## src/inc/pso_pkg.sv

```systemverilog
// shared constants and types for the path-overhead serial output ports
package pso_pkg;
    // ****************************************
    // timing
    // ****************************************
    localparam int unsigned CLK_PERIOD_NS = 4;
    localparam int unsigned PORT_CLK_PERIOD_NS = 128;
    localparam int unsigned PORT_HALF_CYCLES = PORT_CLK_PERIOD_NS / (2 * CLK_PERIOD_NS);

    // ****************************************
    // structure
    // ****************************************
    localparam int unsigned BYTE_BITS = 8;
    localparam int unsigned NUM_CHANNELS = 3;
    localparam int unsigned NUM_PORTS = NUM_CHANNELS + 1;
    localparam logic [2:0] LAST_BIT_COUNT = 3'h7;
    localparam logic PORT_CLK_RESET = 1'h1;

    typedef struct packed {
        logic [BYTE_BITS-1:0] data;
        logic first;
    } pso_byte_s;

    typedef struct packed {
        logic data;
        logic frame;
        logic valid;
    } pso_line_s;

    typedef enum logic {
        PSO_IDLE,
        PSO_SHIFT
    } pso_state_e;
endpackage

```

## src/verilog/pso_path_overhead_serial_out.sv

```systemverilog
// serialiser for the mapper and per-channel receive path-overhead output ports
`timescale 1ns/1ps

// Overview of operation
// - Each port's data, frame and valid lines change only together with that port clock falling.
// - The frame marker is high for exactly the bits of the first overhead byte of a frame.
// - The valid marker is high only while the data line carries real overhead bits.
// - Each port shifts its overhead bytes out one bit per port clock, with independent lines.
// - Channel port bits move on their clock's falling edge and are sampled on its rising edge.
module pso_path_overhead_serial_out #(
    parameter int unsigned HALF_CYCLES = pso_pkg::PORT_HALF_CYCLES
) (
    input wire logic clk,
    input wire logic rstn,
    input wire pso_pkg::pso_byte_s mapperByte,
    input wire logic mapperByteValid,
    output logic mapperByteReady,
    input wire pso_pkg::pso_byte_s chanByte [pso_pkg::NUM_CHANNELS],
    input wire logic [pso_pkg::NUM_CHANNELS-1:0] chanByteValid,
    output logic [pso_pkg::NUM_CHANNELS-1:0] chanByteReady,
    output logic rxOverheadSerialData,
    output logic rxOverheadPortClock,
    output logic rxOverheadFrameMarker,
    output logic rxOverheadValidMarker,
    output logic [pso_pkg::NUM_CHANNELS-1:0] chanOverheadSerialData,
    output logic [pso_pkg::NUM_CHANNELS-1:0] chanOverheadPortClock,
    output logic [pso_pkg::NUM_CHANNELS-1:0] chanOverheadFrameMarker,
    output logic [pso_pkg::NUM_CHANNELS-1:0] chanOverheadValidMarker
);
    import pso_pkg::*;

    localparam int unsigned CNT_W = (HALF_CYCLES > 1) ? $clog2(HALF_CYCLES) : 1;
    localparam logic [CNT_W-1:0] CNT_LAST = CNT_W'(HALF_CYCLES - 1);

    // ****************************************
    // port clock divider
    // ****************************************
    logic [CNT_W-1:0] divCnt;
    logic [CNT_W-1:0] next_divCnt;
    logic portClk;
    logic next_portClk;
    logic fallEv;

    // one divider feeds every port; the ports stay independent in data,
    // but sharing the clock costs nothing and keeps their edges aligned
    always_comb begin
        fallEv = 1'b0;
        next_divCnt = divCnt + CNT_W'(1);
        next_portClk = portClk;
        if (divCnt == CNT_LAST) begin
            next_divCnt = '0;
            next_portClk = ~portClk;
            fallEv = portClk;
        end
    end

    always_ff @(posedge clk or negedge rstn) begin
        if (!rstn) begin
            divCnt <= '0;
            portClk <= PORT_CLK_RESET;
        end else begin
            divCnt <= next_divCnt;
            portClk <= next_portClk;
        end
    end

    // ****************************************
    // per-port shifters
    // ****************************************
    pso_byte_s inByte [NUM_PORTS];
    logic [NUM_PORTS-1:0] inValid;
    logic [NUM_PORTS-1:0] ready;
    pso_state_e state [NUM_PORTS];
    pso_state_e next_state [NUM_PORTS];
    logic [BYTE_BITS-1:0] shiftReg [NUM_PORTS];
    logic [BYTE_BITS-1:0] next_shiftReg [NUM_PORTS];
    logic [2:0] bitCnt [NUM_PORTS];
    logic [2:0] next_bitCnt [NUM_PORTS];
    logic [NUM_PORTS-1:0] firstByte;
    logic [NUM_PORTS-1:0] next_firstByte;
    pso_line_s line [NUM_PORTS];
    pso_line_s next_line [NUM_PORTS];

    always_comb begin
        inByte[0] = mapperByte;
        inValid[0] = mapperByteValid;
        for (int i = 0; i < NUM_CHANNELS; i++) begin
            inByte[i+1] = chanByte[i];
            inValid[i+1] = chanByteValid[i];
        end
    end

    always_comb begin
        for (int p = 0; p < NUM_PORTS; p++) begin
            next_state[p] = state[p];
            next_shiftReg[p] = shiftReg[p];
            next_bitCnt[p] = bitCnt[p];
            next_firstByte[p] = firstByte[p];
            next_line[p] = line[p];
            ready[p] = 1'b0;
            if (fallEv) begin
                unique case (state[p])
                    PSO_SHIFT: begin
                        if (bitCnt[p] != 3'h0) begin
                            next_shiftReg[p] = {shiftReg[p][BYTE_BITS-2:0], 1'b0};
                            next_bitCnt[p] = bitCnt[p] - 3'h1;
                            next_line[p] = '{data: shiftReg[p][BYTE_BITS-2],
                                             frame: firstByte[p], valid: 1'b1};
                        end else begin
                            next_state[p] = PSO_IDLE;
                        end
                    end
                    PSO_IDLE: begin
                    end
                endcase
                // a new byte is taken at the byte boundary, so bytes run back to back
                if (state[p] == PSO_IDLE || bitCnt[p] == 3'h0) begin
                    if (inValid[p]) begin
                        ready[p] = 1'b1;
                        next_state[p] = PSO_SHIFT;
                        next_shiftReg[p] = inByte[p].data;
                        next_bitCnt[p] = LAST_BIT_COUNT;
                        next_firstByte[p] = inByte[p].first;
                        next_line[p] = '{data: inByte[p].data[BYTE_BITS-1],
                                         frame: inByte[p].first, valid: 1'b1};
                    end else begin
                        next_line[p] = '{data: 1'b0, frame: 1'b0, valid: 1'b0};
                    end
                end
            end
        end
    end

    always_ff @(posedge clk or negedge rstn) begin
        if (!rstn) begin
            for (int p = 0; p < NUM_PORTS; p++) begin
                state[p] <= PSO_IDLE;
                shiftReg[p] <= '0;
                bitCnt[p] <= 3'h0;
                line[p] <= '0;
            end
            firstByte <= '0;
        end else begin
            for (int p = 0; p < NUM_PORTS; p++) begin
                state[p] <= next_state[p];
                shiftReg[p] <= next_shiftReg[p];
                bitCnt[p] <= next_bitCnt[p];
                line[p] <= next_line[p];
            end
            firstByte <= next_firstByte;
        end
    end

    // ****************************************
    // pins
    // ****************************************
    // mapper and per-channel clock, lines and ready
    always_comb begin
        mapperByteReady = ready[0];
        rxOverheadSerialData = line[0].data;
        rxOverheadPortClock = portClk;
        rxOverheadFrameMarker = line[0].frame;
        rxOverheadValidMarker = line[0].valid;
        for (int i = 0; i < NUM_CHANNELS; i++) begin
            chanByteReady[i] = ready[i+1];
            chanOverheadSerialData[i] = line[i+1].data;
            chanOverheadPortClock[i] = portClk;
            chanOverheadFrameMarker[i] = line[i+1].frame;
            chanOverheadValidMarker[i] = line[i+1].valid;
        end
    end

    // ****************************************
    // assertions
    // ****************************************
    for (genvar g = 0; g < NUM_PORTS; g++) begin : gChk
        property p_change_on_fall;
            @(posedge clk) disable iff (!rstn) $changed(line[g]) |-> $fell(portClk);
        endproperty
        a_change_on_fall: assert property (p_change_on_fall) else $error("line moved off fall");

        property p_stable_on_rise;
            @(posedge clk) disable iff (!rstn) $rose(portClk) |-> $stable(line[g]);
        endproperty
        a_stable_on_rise: assert property (p_stable_on_rise) else $error("line moved on rise");

        property p_frame_needs_valid;
            @(posedge clk) disable iff (!rstn) line[g].frame |-> line[g].valid;
        endproperty
        a_frame_needs_valid: assert property (p_frame_needs_valid) else $error("frame w/o valid");

        property p_frame_on_first;
            @(posedge clk) disable iff (!rstn)
                ready[g] |=> (line[g].frame == $past(inByte[g].first));
        endproperty
        a_frame_on_first: assert property (p_frame_on_first) else $error("frame not on J1");

        property p_frame_ends_at_byte;
            @(posedge clk) disable iff (!rstn) $fell(line[g].frame) |-> $past(bitCnt[g]) == 3'h0;
        endproperty
        a_frame_ends_at_byte: assert property (p_frame_ends_at_byte) else $error("frame cut");

        property p_valid_ends_at_byte;
            @(posedge clk) disable iff (!rstn) $fell(line[g].valid) |-> $past(bitCnt[g]) == 3'h0;
        endproperty
        a_valid_ends_at_byte: assert property (p_valid_ends_at_byte) else $error("valid cut");

        property p_load_msb;
            @(posedge clk) disable iff (!rstn)
                ready[g] |=> line[g].valid && (line[g].data == $past(inByte[g].data[BYTE_BITS-1]));
        endproperty
        a_load_msb: assert property (p_load_msb) else $error("first bit wrong");

        property p_next_bit;
            @(posedge clk) disable iff (!rstn)
                (fallEv && state[g] == PSO_SHIFT && bitCnt[g] != 3'h0)
                |=> line[g].data == $past(shiftReg[g][BYTE_BITS-2]);
        endproperty
        a_next_bit: assert property (p_next_bit) else $error("shift bit wrong");

        c_first_byte: cover property (@(posedge clk) disable iff (!rstn) ready[g] && inByte[g].first);
        c_back_to_back: cover property (@(posedge clk) disable iff (!rstn)
            ready[g] ##1 (!ready[g])[*1] ##[1:300] ready[g]);
        c_gap: cover property (@(posedge clk) disable iff (!rstn) $fell(line[g].valid));
    end
endmodule
```

## config.mk

```make
export PLATFORM = sky130hd
export DESIGN_NAME = pso_path_overhead_serial_out
export DESIGN_NICKNAME = d
export VERILOG_FILES = /design/src/inc/pso_pkg.sv /design/src/verilog/pso_path_overhead_serial_out.sv
export SDC_FILE = /design/constraint.sdc
export NUM_CORES = 1
export LEC_CHECK = 0
export BUFFER_PORTS_ARGS = -buffer_cell sky130_fd_sc_hd__buf_2
export CORE_UTILIZATION = 58
export CTS_CLUSTER_DIAMETER = 150
export CTS_CLUSTER_SIZE = 25
export DETAILED_ROUTE_END_ITERATION = 8
export HOLD_SLACK_MARGIN = 0.02
export PLACE_DENSITY = 0.82
export SLEW_MARGIN = 5
export SYNTH_ARGS = -nofsm -noshare
export SYNTH_HDL_FRONTEND = slang
export SYNTH_SLANG_ARGS = --single-unit
```

## constraint.sdc

```tcl
create_clock -name clk -period 3.9 [get_ports clk]
set_clock_uncertainty 0.05 [all_clocks]
set_input_delay 0.39 -clock clk [delete_from_list [all_inputs] [get_ports clk]]
set_output_delay 0.39 -clock clk [all_outputs]
set_load 0.03 [all_outputs]
```

# Word level (Yosys, flattened, before mapping)
# Cells that the tools add are included.
[classes] add_sub_neg=5 eq_ne=1 mux=78 n_bitwise=5 reduce_logical=28
[ops] operator="2-to-1 mux 8 bit" count=16
[ops] operator="2-to-1 mux 3 bit" count=32
[ops] operator="2-to-1 mux 1 bit" count=29
[ops] operator="AND reduction 3 bit" count=8
[ops] operator="nonzero test 2 bit" count=8
[ops] operator="logical NOT 3 bit" count=4
[ops] operator="nonzero test 3 bit" count=4
[ops] operator="subtractor 3 x 1 -> 3 bit, second input constant" count=4
[ops] operator="NOT 1 bit" count=5
[ops] operator="adder 4 x 1 -> 4 bit, second input constant" count=1
[ops] operator="equality test 4 bit, second input constant" count=1
[ops] operator="logical OR 1 bit" count=4
[ops] operator="2-to-1 mux 4 bit" count=1
[word_totals] regBits=69 input_bits=42 output_inout_bits=20 elab_cells=147

# Depth between registers and ports, before layout
# Gate-level depths: netlist of the first run.
[depth] depth_word=5 depth_mapped=7 depth_no_buf=6

# Worst setup path before layout of the first run
# Ideal clock, no wire load.
[synth_timing] path_kind="reg2reg" from="register bitCnt[9] (netlist name)" to="register firstByte[0]" setup_time_ps=125 arrival_ps=1784 required_time_ps=3725 path_slack_ps=1941 stages_incl_launch_ff=7 synth_period_minus_slack_ps=1959 cell_sequence="dfrtp_1 inv_1 ha_1 nor2b_1 o21ai_2 nor2_1 mux2_2"
[synth_between] elab_chain_cells=3
[synth_rtl] item="start, declared" line_no="pso_path_overhead_serial_out.sv:77" text="logic [2:0] bitCnt [NUM_PORTS];"
[synth_rtl] item="start signal, assigned by index" line_no="pso_path_overhead_serial_out.sv:147" text="bitCnt[p] <= next_bitCnt[p];"
[synth_rtl] item="logical NOT 3 bit" line_no="pso_path_overhead_serial_out.sv:117" text="if (state[p] == PSO_IDLE || bitCnt[p] == 3'h0) begin"
[synth_rtl] item="logical OR 1 bit" line_no="pso_path_overhead_serial_out.sv:117"
[synth_rtl] item="AND reduction 3 bit (no source line)"
[synth_rtl] item="end signal, assigned" line_no="pso_path_overhead_serial_out.sv:150" text="firstByte <= next_firstByte;"
[synth_rtl] item="end, declared" line_no="pso_path_overhead_serial_out.sv:79" text="logic [NUM_PORTS-1:0] firstByte;"
# No other way between the ends.
# A chain may end at the register's enable or synchronous reset.

# Final worst setup path of the first run
[layout_timing] from="register divCnt[0]" to="output port chanByteReady[2] (netlist name)"
[layout_between] elab_chain_cells=3
[layout_rtl] item="start, declared" line_no="pso_path_overhead_serial_out.sv:38" text="logic [CNT_W-1:0] divCnt;"
[layout_rtl] item="start signal, assigned" line_no="pso_path_overhead_serial_out.sv:62" text="divCnt <= next_divCnt;"
[layout_rtl] item="equality test 4 bit" line_no="pso_path_overhead_serial_out.sv:50" text="if (divCnt == CNT_LAST) begin"
[layout_rtl] item="2-to-1 mux 1 bit" line_no="pso_path_overhead_serial_out.sv:50"
[layout_rtl] item="2-to-1 mux 1 bit" line_no="pso_path_overhead_serial_out.sv:101" text="if (fallEv) begin"
[layout_rtl] item="end, declared" line_no="pso_path_overhead_serial_out.sv:20" text="output logic [pso_pkg::NUM_CHANNELS-1:0] chanByteReady,"
# No other way between the ends.

==> results.txt, run 1 <==
The clock passes through at most 2 buffers. The most used flip-flop cell after synthesis is dfrtp_1. The summed instance area of the synthesized netlist is between 2000 and 3000 um2.

The overall fraction of global-route tracks in use is 0.252. The critical path arrival is around 2.1 ns. The share of synthesized registers carrying an async set or reset came out at 1.00.

The horizontal die dimension is between 70 and 80 um. STA classifies the critical path startpoint as a flip-flop. The met1 routed wirelength after detailed routing is ~2800 um. The share of synthesized area occupied by flip-flops and latches is 0.545. The antenna diode count is 0. The net count after synthesis came out at around 320.

The initial core utilization is 0.616. In this run the critical register-to-register path is launched from divCnt[0]$_DFF_PN0_. The mean number of vias per cell is between 5 and 6. Among all cell types in the netlist, the one instantiated most often is dfrtp_1. The routed wirelength normalized by instance count came out at around 15 um. The count of port buffers added during placement came out at 61. The worst-case register-to-register setup slack came out at ~1.7 ns.

The clock drives 65 sinks. The sum of met2 wire segment lengths after detailed routing came out at 2960 um. The global route total overflow came out at 0. Signal routing reaches up to met4.

The run finished with clean final reports. The maximum net fanout on the critical path is 16. The top-level port count is 62.

The post-layout utilization of the core came out at 0.711. The TritonCTS clock tree is done. The time the final worst path needs with I/O delays and setup is 2.53 ns. The commonest cells after synthesis are dfrtp_1 (64), a2bb2oi_1 (27), nor2_1 (24), o22ai_1 (24). The number of antenna violations at the first check in global routing came out at 0. The number of cells on the worst reg-to-reg path is 5. For this design the ratio of total power to cell area is between 300 and 400 nW/um2.

The final hold violation count is 0. The worst relative slew slack is 0.605. Yosys attributes the largest share of cell area to dfrtp_1 (54%), a2bb2oi_1 (7.9%), o22ai_1 (5.0%), ha_1 (3.8%), nor2_1 (3.0%). The per-instance average area after synthesis is approximately 11 um2. Synthesis handed over a netlist of between 200 and 300 instances.

In this run, synthesis produced a sequential element count of 65. The number of flops mapped to enable cells by yosys came out at 0. The sum of negative setup slack is 0 ns.

The post-CTS clock slew at the launch and capture registers of the worst setup and hold paths is ~0.070 ns. For this block, the initial DRC count from the detailed router was 95. The startpoint of the worst setup timing path is divCnt[0]$_DFF_PN0_. The kind of critical path is reg -> out. The number of nets with antenna violations after routing came out at 0. The via count of the first global-routing pass is 2266. The maximum clock rate is 395 MHz. The worst hold path class is in -> reg. The leakage power is 1.64 nW. The synthesis-to-layout area growth is 15.3%.

The routed design uses between 200 and 300 um of met3 wire. The total of max-cap violations is 0. The required time of the critical path is about 3.5 ns. The clock latency of the later-clocked register in the worst-skew pair came out at 0.33 ns. After the last flow step, the layout net total stands at between 300 and 400.

The post-detailed-route DRC marker count came out at 0. The critical path ends at chanByteReady[2]. The worst setup path is captured at an output pin. The area share of the leading cell type in the synthesized netlist came out at 0.536. The row count came out at 25. The distinct cell type count after synthesis is 29. The height of the die came out at about 74 um. The maximum level of the CTS H-tree is 3. The largest area contributor in the synthesized netlist is dfrtp_1.

The post-detailed-routing wire length came out at slightly above 6000 um. The Yosys warning count is 0. The number of clock buffers inserted by TritonCTS is 9.

Routability-driven placement finished with a final weighted congestion of 0.766. The first detailed-routing pass ran for 4 iterations. Setup repair after global routing left no endpoint under its margin. The core outline area came out at 4850 um2. The actual slew at the worst max-slew pin came out at around 0.59 ns. The quantity of gates resized following cts came out at 0. The share of the cycle needed by the critical path after routing came out at 0.649. The floorplan step defined a die boundary enclosing 5440 um2. The endpoint identified for the worst register-to-register timing path is shiftReg[19]$_DFFE_PN0P_.

The cell sitting at the root of the clock tree is a clkbuf_8. The final setup violation count is 0. Detailed routing inserted a total of ~2400 vias. The maximum number of pins on one net before global-route repair is just over 40. The maximum ir drop on the vdd rail is between 0.2 and 0.3 mV. The number of pins with negative max-slew slack in the final report came out at 0.

The share of post-route cells with drive strength above 1 is 0.281. The HPWL after detailed placement is 4190 um. The first-pass GRT wire length is around 10000 um.
## stage by stage
step	hold slack, ns	power [mW]	cell area [um2]	cells	setup slack (ns)
final	0.229	1.33	3450	402	1.37
after global routing	0.224	1.38	3450	402	1.21
after CTS	0.219	1.33	3450	402	1.38
after detailed placement	0.379	0.861	3280	385	1.70
after global placement	0.368	0.858	3280	385	1.79
after floorplan	0.0444	0.803	2990	270	1.94
## report_power, final
group | switching, mW | internal, mW | leakage, nW
logic | 0.0709 | 0.0553 | 0.760
registers | 0.0182 | 0.705 | 0.797
clock network | 0.250 | 0.227 | 0.0839
total | 0.339 | 0.987 | 1.64
## routing by layer
layer  GRT usage  up-vias
met5           0        -
met4      0.0940        0
met3      0.0617        7
met2       0.399       72
met1       0.338     1160
li1            -     1126
## worst min-delay path by stage
| stage | startpoint | end | slack (ns) | cells past startpoint |
|---|---|---|---|---|
| 3_3_place_gp | rstn | shiftReg[26]$_DFFE_PN0P_ | 0.37 | 1 |
| 4_1_cts | chanByte[10] | shiftReg[8]$_DFFE_PN0P_ | 0.22 | 2 |
| 3_5_place_dp | rstn | shiftReg[26]$_DFFE_PN0P_ | 0.38 | 1 |
| 2_1_floorplan | rstn | bitCnt[0]$_DFFE_PN0P_ | 0.04 | 0 |
| 6_report | chanByte[10] | shiftReg[8]$_DFFE_PN0P_ | 0.23 | 2 |
| 5_1_grt | chanByte[1] | shiftReg[0]$_DFFE_PN0P_ | 0.22 | 2 |
## flip-flops by register name, indices dropped and copies added (netlist names)
| register | flops |
|---|---|
| firstByte | 4 |
| rxOverheadPortClock | 1 |
| rxOverheadValidMarker | 1 |
| bitCnt | 12 |
| divCnt | 4 |
| shiftReg | 28 |
| chanOverheadSerialData | 3 |
| state | 4 |
| chanOverheadValidMarker | 3 |
| rxOverheadFrameMarker | 1 |
| chanOverheadFrameMarker | 3 |
| rxOverheadSerialData | 1 |
## placed cells by master (no fill, tap or decap), types with 8 or more instances in the layout
cell type and instances:
ha_1 9, buf_2 61, clkbuf_8 9, o21ai_0 13, o21ai_2 8, inv_1 13
dfrtp_1 64, o22ai_1 24, nand3_1 13, a31oi_1 9, a2bb2oi_1 27, nor2_1 24
nand2_1 8
## cells by family after synthesis
logic type | count (synthesis) | share of synthesized area
adder cells (fa/ha/maj) | 9 | 0.0377
buffers and inverters | 29 | 0.0565
XOR/XNOR | 2 | 0.00586
multiplexers | 5 | 0.0188
flip-flops | 65 | 0.545
AND/OR/NAND/NOR | 60 | 0.0946
AO/OA/AOI/OAI | 100 | 0.242
## critical path, cell delays in order, from the launching register on
cell and delay (ns):
dfrtp_1 0.40, ha_1 0.30, nand4_2 0.44, nor2_1 0.36, buf_2 0.25
## what timing repair did
action                                 in CTS  in global routing
endpoints found under the hold margin      24                  0
setup endpoints to repair                   0                  0
buffers inserted                            0                  0
hold buffers                                1                  0
## area by class of cell
type                       instances  area, um2
clock buffer                      12        135
inverter                          13       48.8
clock inverter                     4       20.0
tap                               67       83.8
sequential                        65       1630
timing repair buffer              65        338
fill                             346       1400
multi-input combinational        176       1190
Note: power is estimated with default switching activity, not from simulation.
==> inputs of run 2 (changes only) <==
- CORE_UTILIZATION: 58 -> 49
- PLACE_DENSITY: 0.82 -> 0.73
- clock period: 3.9 -> 2.2 ns (I/O delays scaled with it)
==> run 2 against run 1 <==
  * Register-to-register slack worse by 1.3 ns
  * Via count down 2.8%
  * Sequential share of layout area down 0.76 points
  * Sequential power up 77%
  * Core utilization down 12 points
  * Count of clock-buffer cells in the layout unchanged
  * Critical endpoint is now chanByteReady[0]
  * Largest power group unchanged
==> results.txt, run 2 (synthesis gave the netlist of run 1 again) <==
Global routing finished with a remaining overflow of 0. The time the final worst path needs with I/O delays and setup came out at 2.07 ns. The number of pins with negative max-slew slack in the final report is 0. The startpoint of the worst setup timing path is bitCnt[6]$_DFFE_PN0P_. TritonCTS built the clock tree.

The mean number of vias per cell came out at 5.62. Summed over all failing endpoints, the final setup total negative slack is 0 ns. The count of port buffers added during placement came out at about 60. Of the total power, combinational logic draws 0.097. The worst relative slew slack came out at 0.643. The total die area is approximately 6400 um2. The first-pass GRT wire length came out at just under 10000 um.

The cell-internal power is around 1.8 mW. For this run, global-route usage on met2 was measured as 0.318. In this run the worst hold path is classified as in -> reg. By startpoint and endpoint, the worst setup path is classified as reg -> out.

The multi-input combinational cells in the finished layout cover a total of 1200 um2. The via count of the first global-routing pass came to approximately 2200. The post-detailed-route DRC marker count is 0. The number of antenna diodes in the final layout is 0. The maximum ir drop on the vdd rail is 0.352 mV. The HPWL after detailed placement is about 4000 um. The met3 track demand over resource came out at 0.0352.

The height of the die is 80.1 um. The critical path's slowest cell is dfrtp_1. Of the total power, the clock network draws 0.354.

In the layout the commonest cells are dfrtp_1 (64), buf_2 (61), a2bb2oi_1 (27). The largest stage delay on the critical path came out at 0.39 ns. The storage element area is 1630 um2. Counting along the longest clock path gives a buffer depth of 2. The maximum level of the CTS H-tree came out at 3. From synthesis to final layout, the design area changed by 17.2%. The total placed cells including tap cells is around 400.

The switching power is between 500 and 600 uW. Of the total power, registers draw 0.549. between 60 and 70 I/O pins were placed. The register with the most flip-flops in the final layout is shiftReg.

The fill cell total of the finished layout is slightly above 500. In the final layout, the share of cells above drive strength 1 is 0.284. The met1 global-route usage came out at 0.272. In the post-route analysis, the smallest setup slack over all paths is around 0.13 ns. For this run, the detailed router's first-pass iteration total came to 4. The actual slew at the worst max-slew pin came out at between 0.5 and 0.6 ns. In the final routed layout, each cell accounts on average for between 10 and 15 um. The sort of element at the start of the critical path is a flip-flop.

The worst-case hold slack came out at between 0.05 and 0.06 ns. In this run the static leakage power is around 1.7 nW. The root buffer cell chosen for the clock tree is clkbuf_8. The final net count is around 380. The post-layout instance count excluding filler cells is between 400 and 500. The post-route standard cell area excluding fillers is around 3500 um2. The number of flip-flops under the largest register name came out at 28. The clock sink total came out at between 60 and 70.

The core outline area is 5890 um2. The power density of the placed cells came out at 666 nW/um2. The maximum number of pins on one net before global-route repair is 66. The first-iteration detailed-routing DRC count came out at a little under 70. The row count came out at 28. The post-detailed-placement cell area came out at approximately 3300 um2.

The horizontal die dimension is 80.1 um. The last weighted congestion value of the routability-driven placer came out at between 0.7 and 0.8. The number of antenna violations at the first check in global routing is 0. Setup repair after global routing left no endpoint under its margin. The signal on the critical path passes through inv_1, ha_1, nor2b_1, o21ai_2, nor2_1, buf_2. The library cell used most frequently in the layout, excluding fill and tap cells, is dfrtp_1. The kind of cell with the highest combined delay along the critical path is simple AND/OR/NAND/NOR gates. In this run the most used layer during global routing was met2. The number of nets with antenna violations after routing is 0. The final hold violation count is 0. The overall fraction of global-route tracks in use came out at 0.203. Of the available clock period, the critical path in the final layout requires 0.941. The post-detailed-routing wire length is 5890 um. The buffers plus inverters on the worst setup path is 2. The total of max-cap violations came out at 0. STA classifies the critical path endpoint as an output pin. Setup violations remaining at the end of the flow were counted as 0. The clock latency of the later-clocked register in the worst-skew pair came out at between 0.3 and 0.4 ns. Data on the critical path arrives at its endpoint at around 1.8 ns. The design draws around 2.3 mW. The run finished with clean final reports. The maximum clock rate is ~480 MHz.

Of the total power, the share spent switching nets is 0.241. The largest registers in the layout are shiftReg (28), bitCnt (12). The number of clock buffers inserted by TritonCTS came out at 9. The post-CTS clock slew at the launch and capture registers of the worst setup and hold paths is roughly 0.06 ns.

The worst setup timing slack at the placement stage is around 0.25 ns. The required time of the critical path came out at ~1.9 ns. The post-layout utilization of the core is 0.595. The maximum net fanout on the critical path came out at 7. The initial core utilization came out at 0.508. The via count of the routed design came out at 2298.

The worst hold path begins at chanByte[19]. The worst register-to-register path begins at divCnt[0]$_DFF_PN0_.
## run 2: cell types whose count changed in the layout (fill, tap and decap cells not counted), sizes merged
cell | before | now
buf | 64 | 66
clkinv | 4 | 1
## run 2: what timing repair did
item,in CTS,in global routing
setup endpoints to repair,4,4
gates cloned,0,0
buffers inserted,0,0
hold buffers,1,0
endpoints found under the hold margin,64,0
resized for setup,1,1
## run 2: worst paths after layout
| kind | end | slack [ns] | cells after the start |
|---|---|---|---|
| max | chanByteReady[0] | 0.13 | 6 |
| min reg2reg | bitCnt[9]$_DFFE_PN0P_ | 0.44 | 1 |
| max reg2reg | shiftReg[9]$_DFFE_PN0P_ | 0.38 | 5 |
| max in group asynchronous | rxOverheadPortClock$_DFFE_PN1N_ | 1.40 | 3 |
| min | shiftReg[16]$_DFFE_PN0P_ | 0.06 | 2 |
| min in group asynchronous | shiftReg[26]$_DFFE_PN0P_ | 0.37 | 3 |
## run 2: power by group through the flow
stage / Combinational (mW) / Clock (mW) / Sequential [mW]
2_1_floorplan: 0.110 / 0 / 1.31
3_3_place_gp: 0.223 / 0 / 1.30
3_5_place_dp: 0.229 / 0 / 1.30
5_1_grt: 0.254 / 0.896 / 1.29
4_1_cts: 0.231 / 0.842 / 1.28
6_report: 0.227 / 0.826 / 1.28
## run 2: routing by layer
metal	wire (um)	vias up	part of all wire
met4	122	0	0.021
met1	2810	1120	0.48
met5	0	-	0
met2	2760	37	0.47
li1	-	1130	-
met3	200	11	0.034
## run 2: worst reg2reg max path: stages (launching register included)
cell       delay, ns
dfrtp_1         0.39
ha_2            0.28
and4_2          0.29
buf_4           0.26
o21a_2          0.26
a2bb2oi_1       0.20
## run 2: cell type report
cell class | count | share of cell area
Multi-Input combinational cell | 176 | 0.344
Tap cell | 75 | 0.0268
Clock inverter | 1 | 0.00143
Inverter | 13 | 0.0139
Clock buffer | 12 | 0.0414
Sequential cell | 65 | 0.465
Timing Repair Buffer | 67 | 0.108
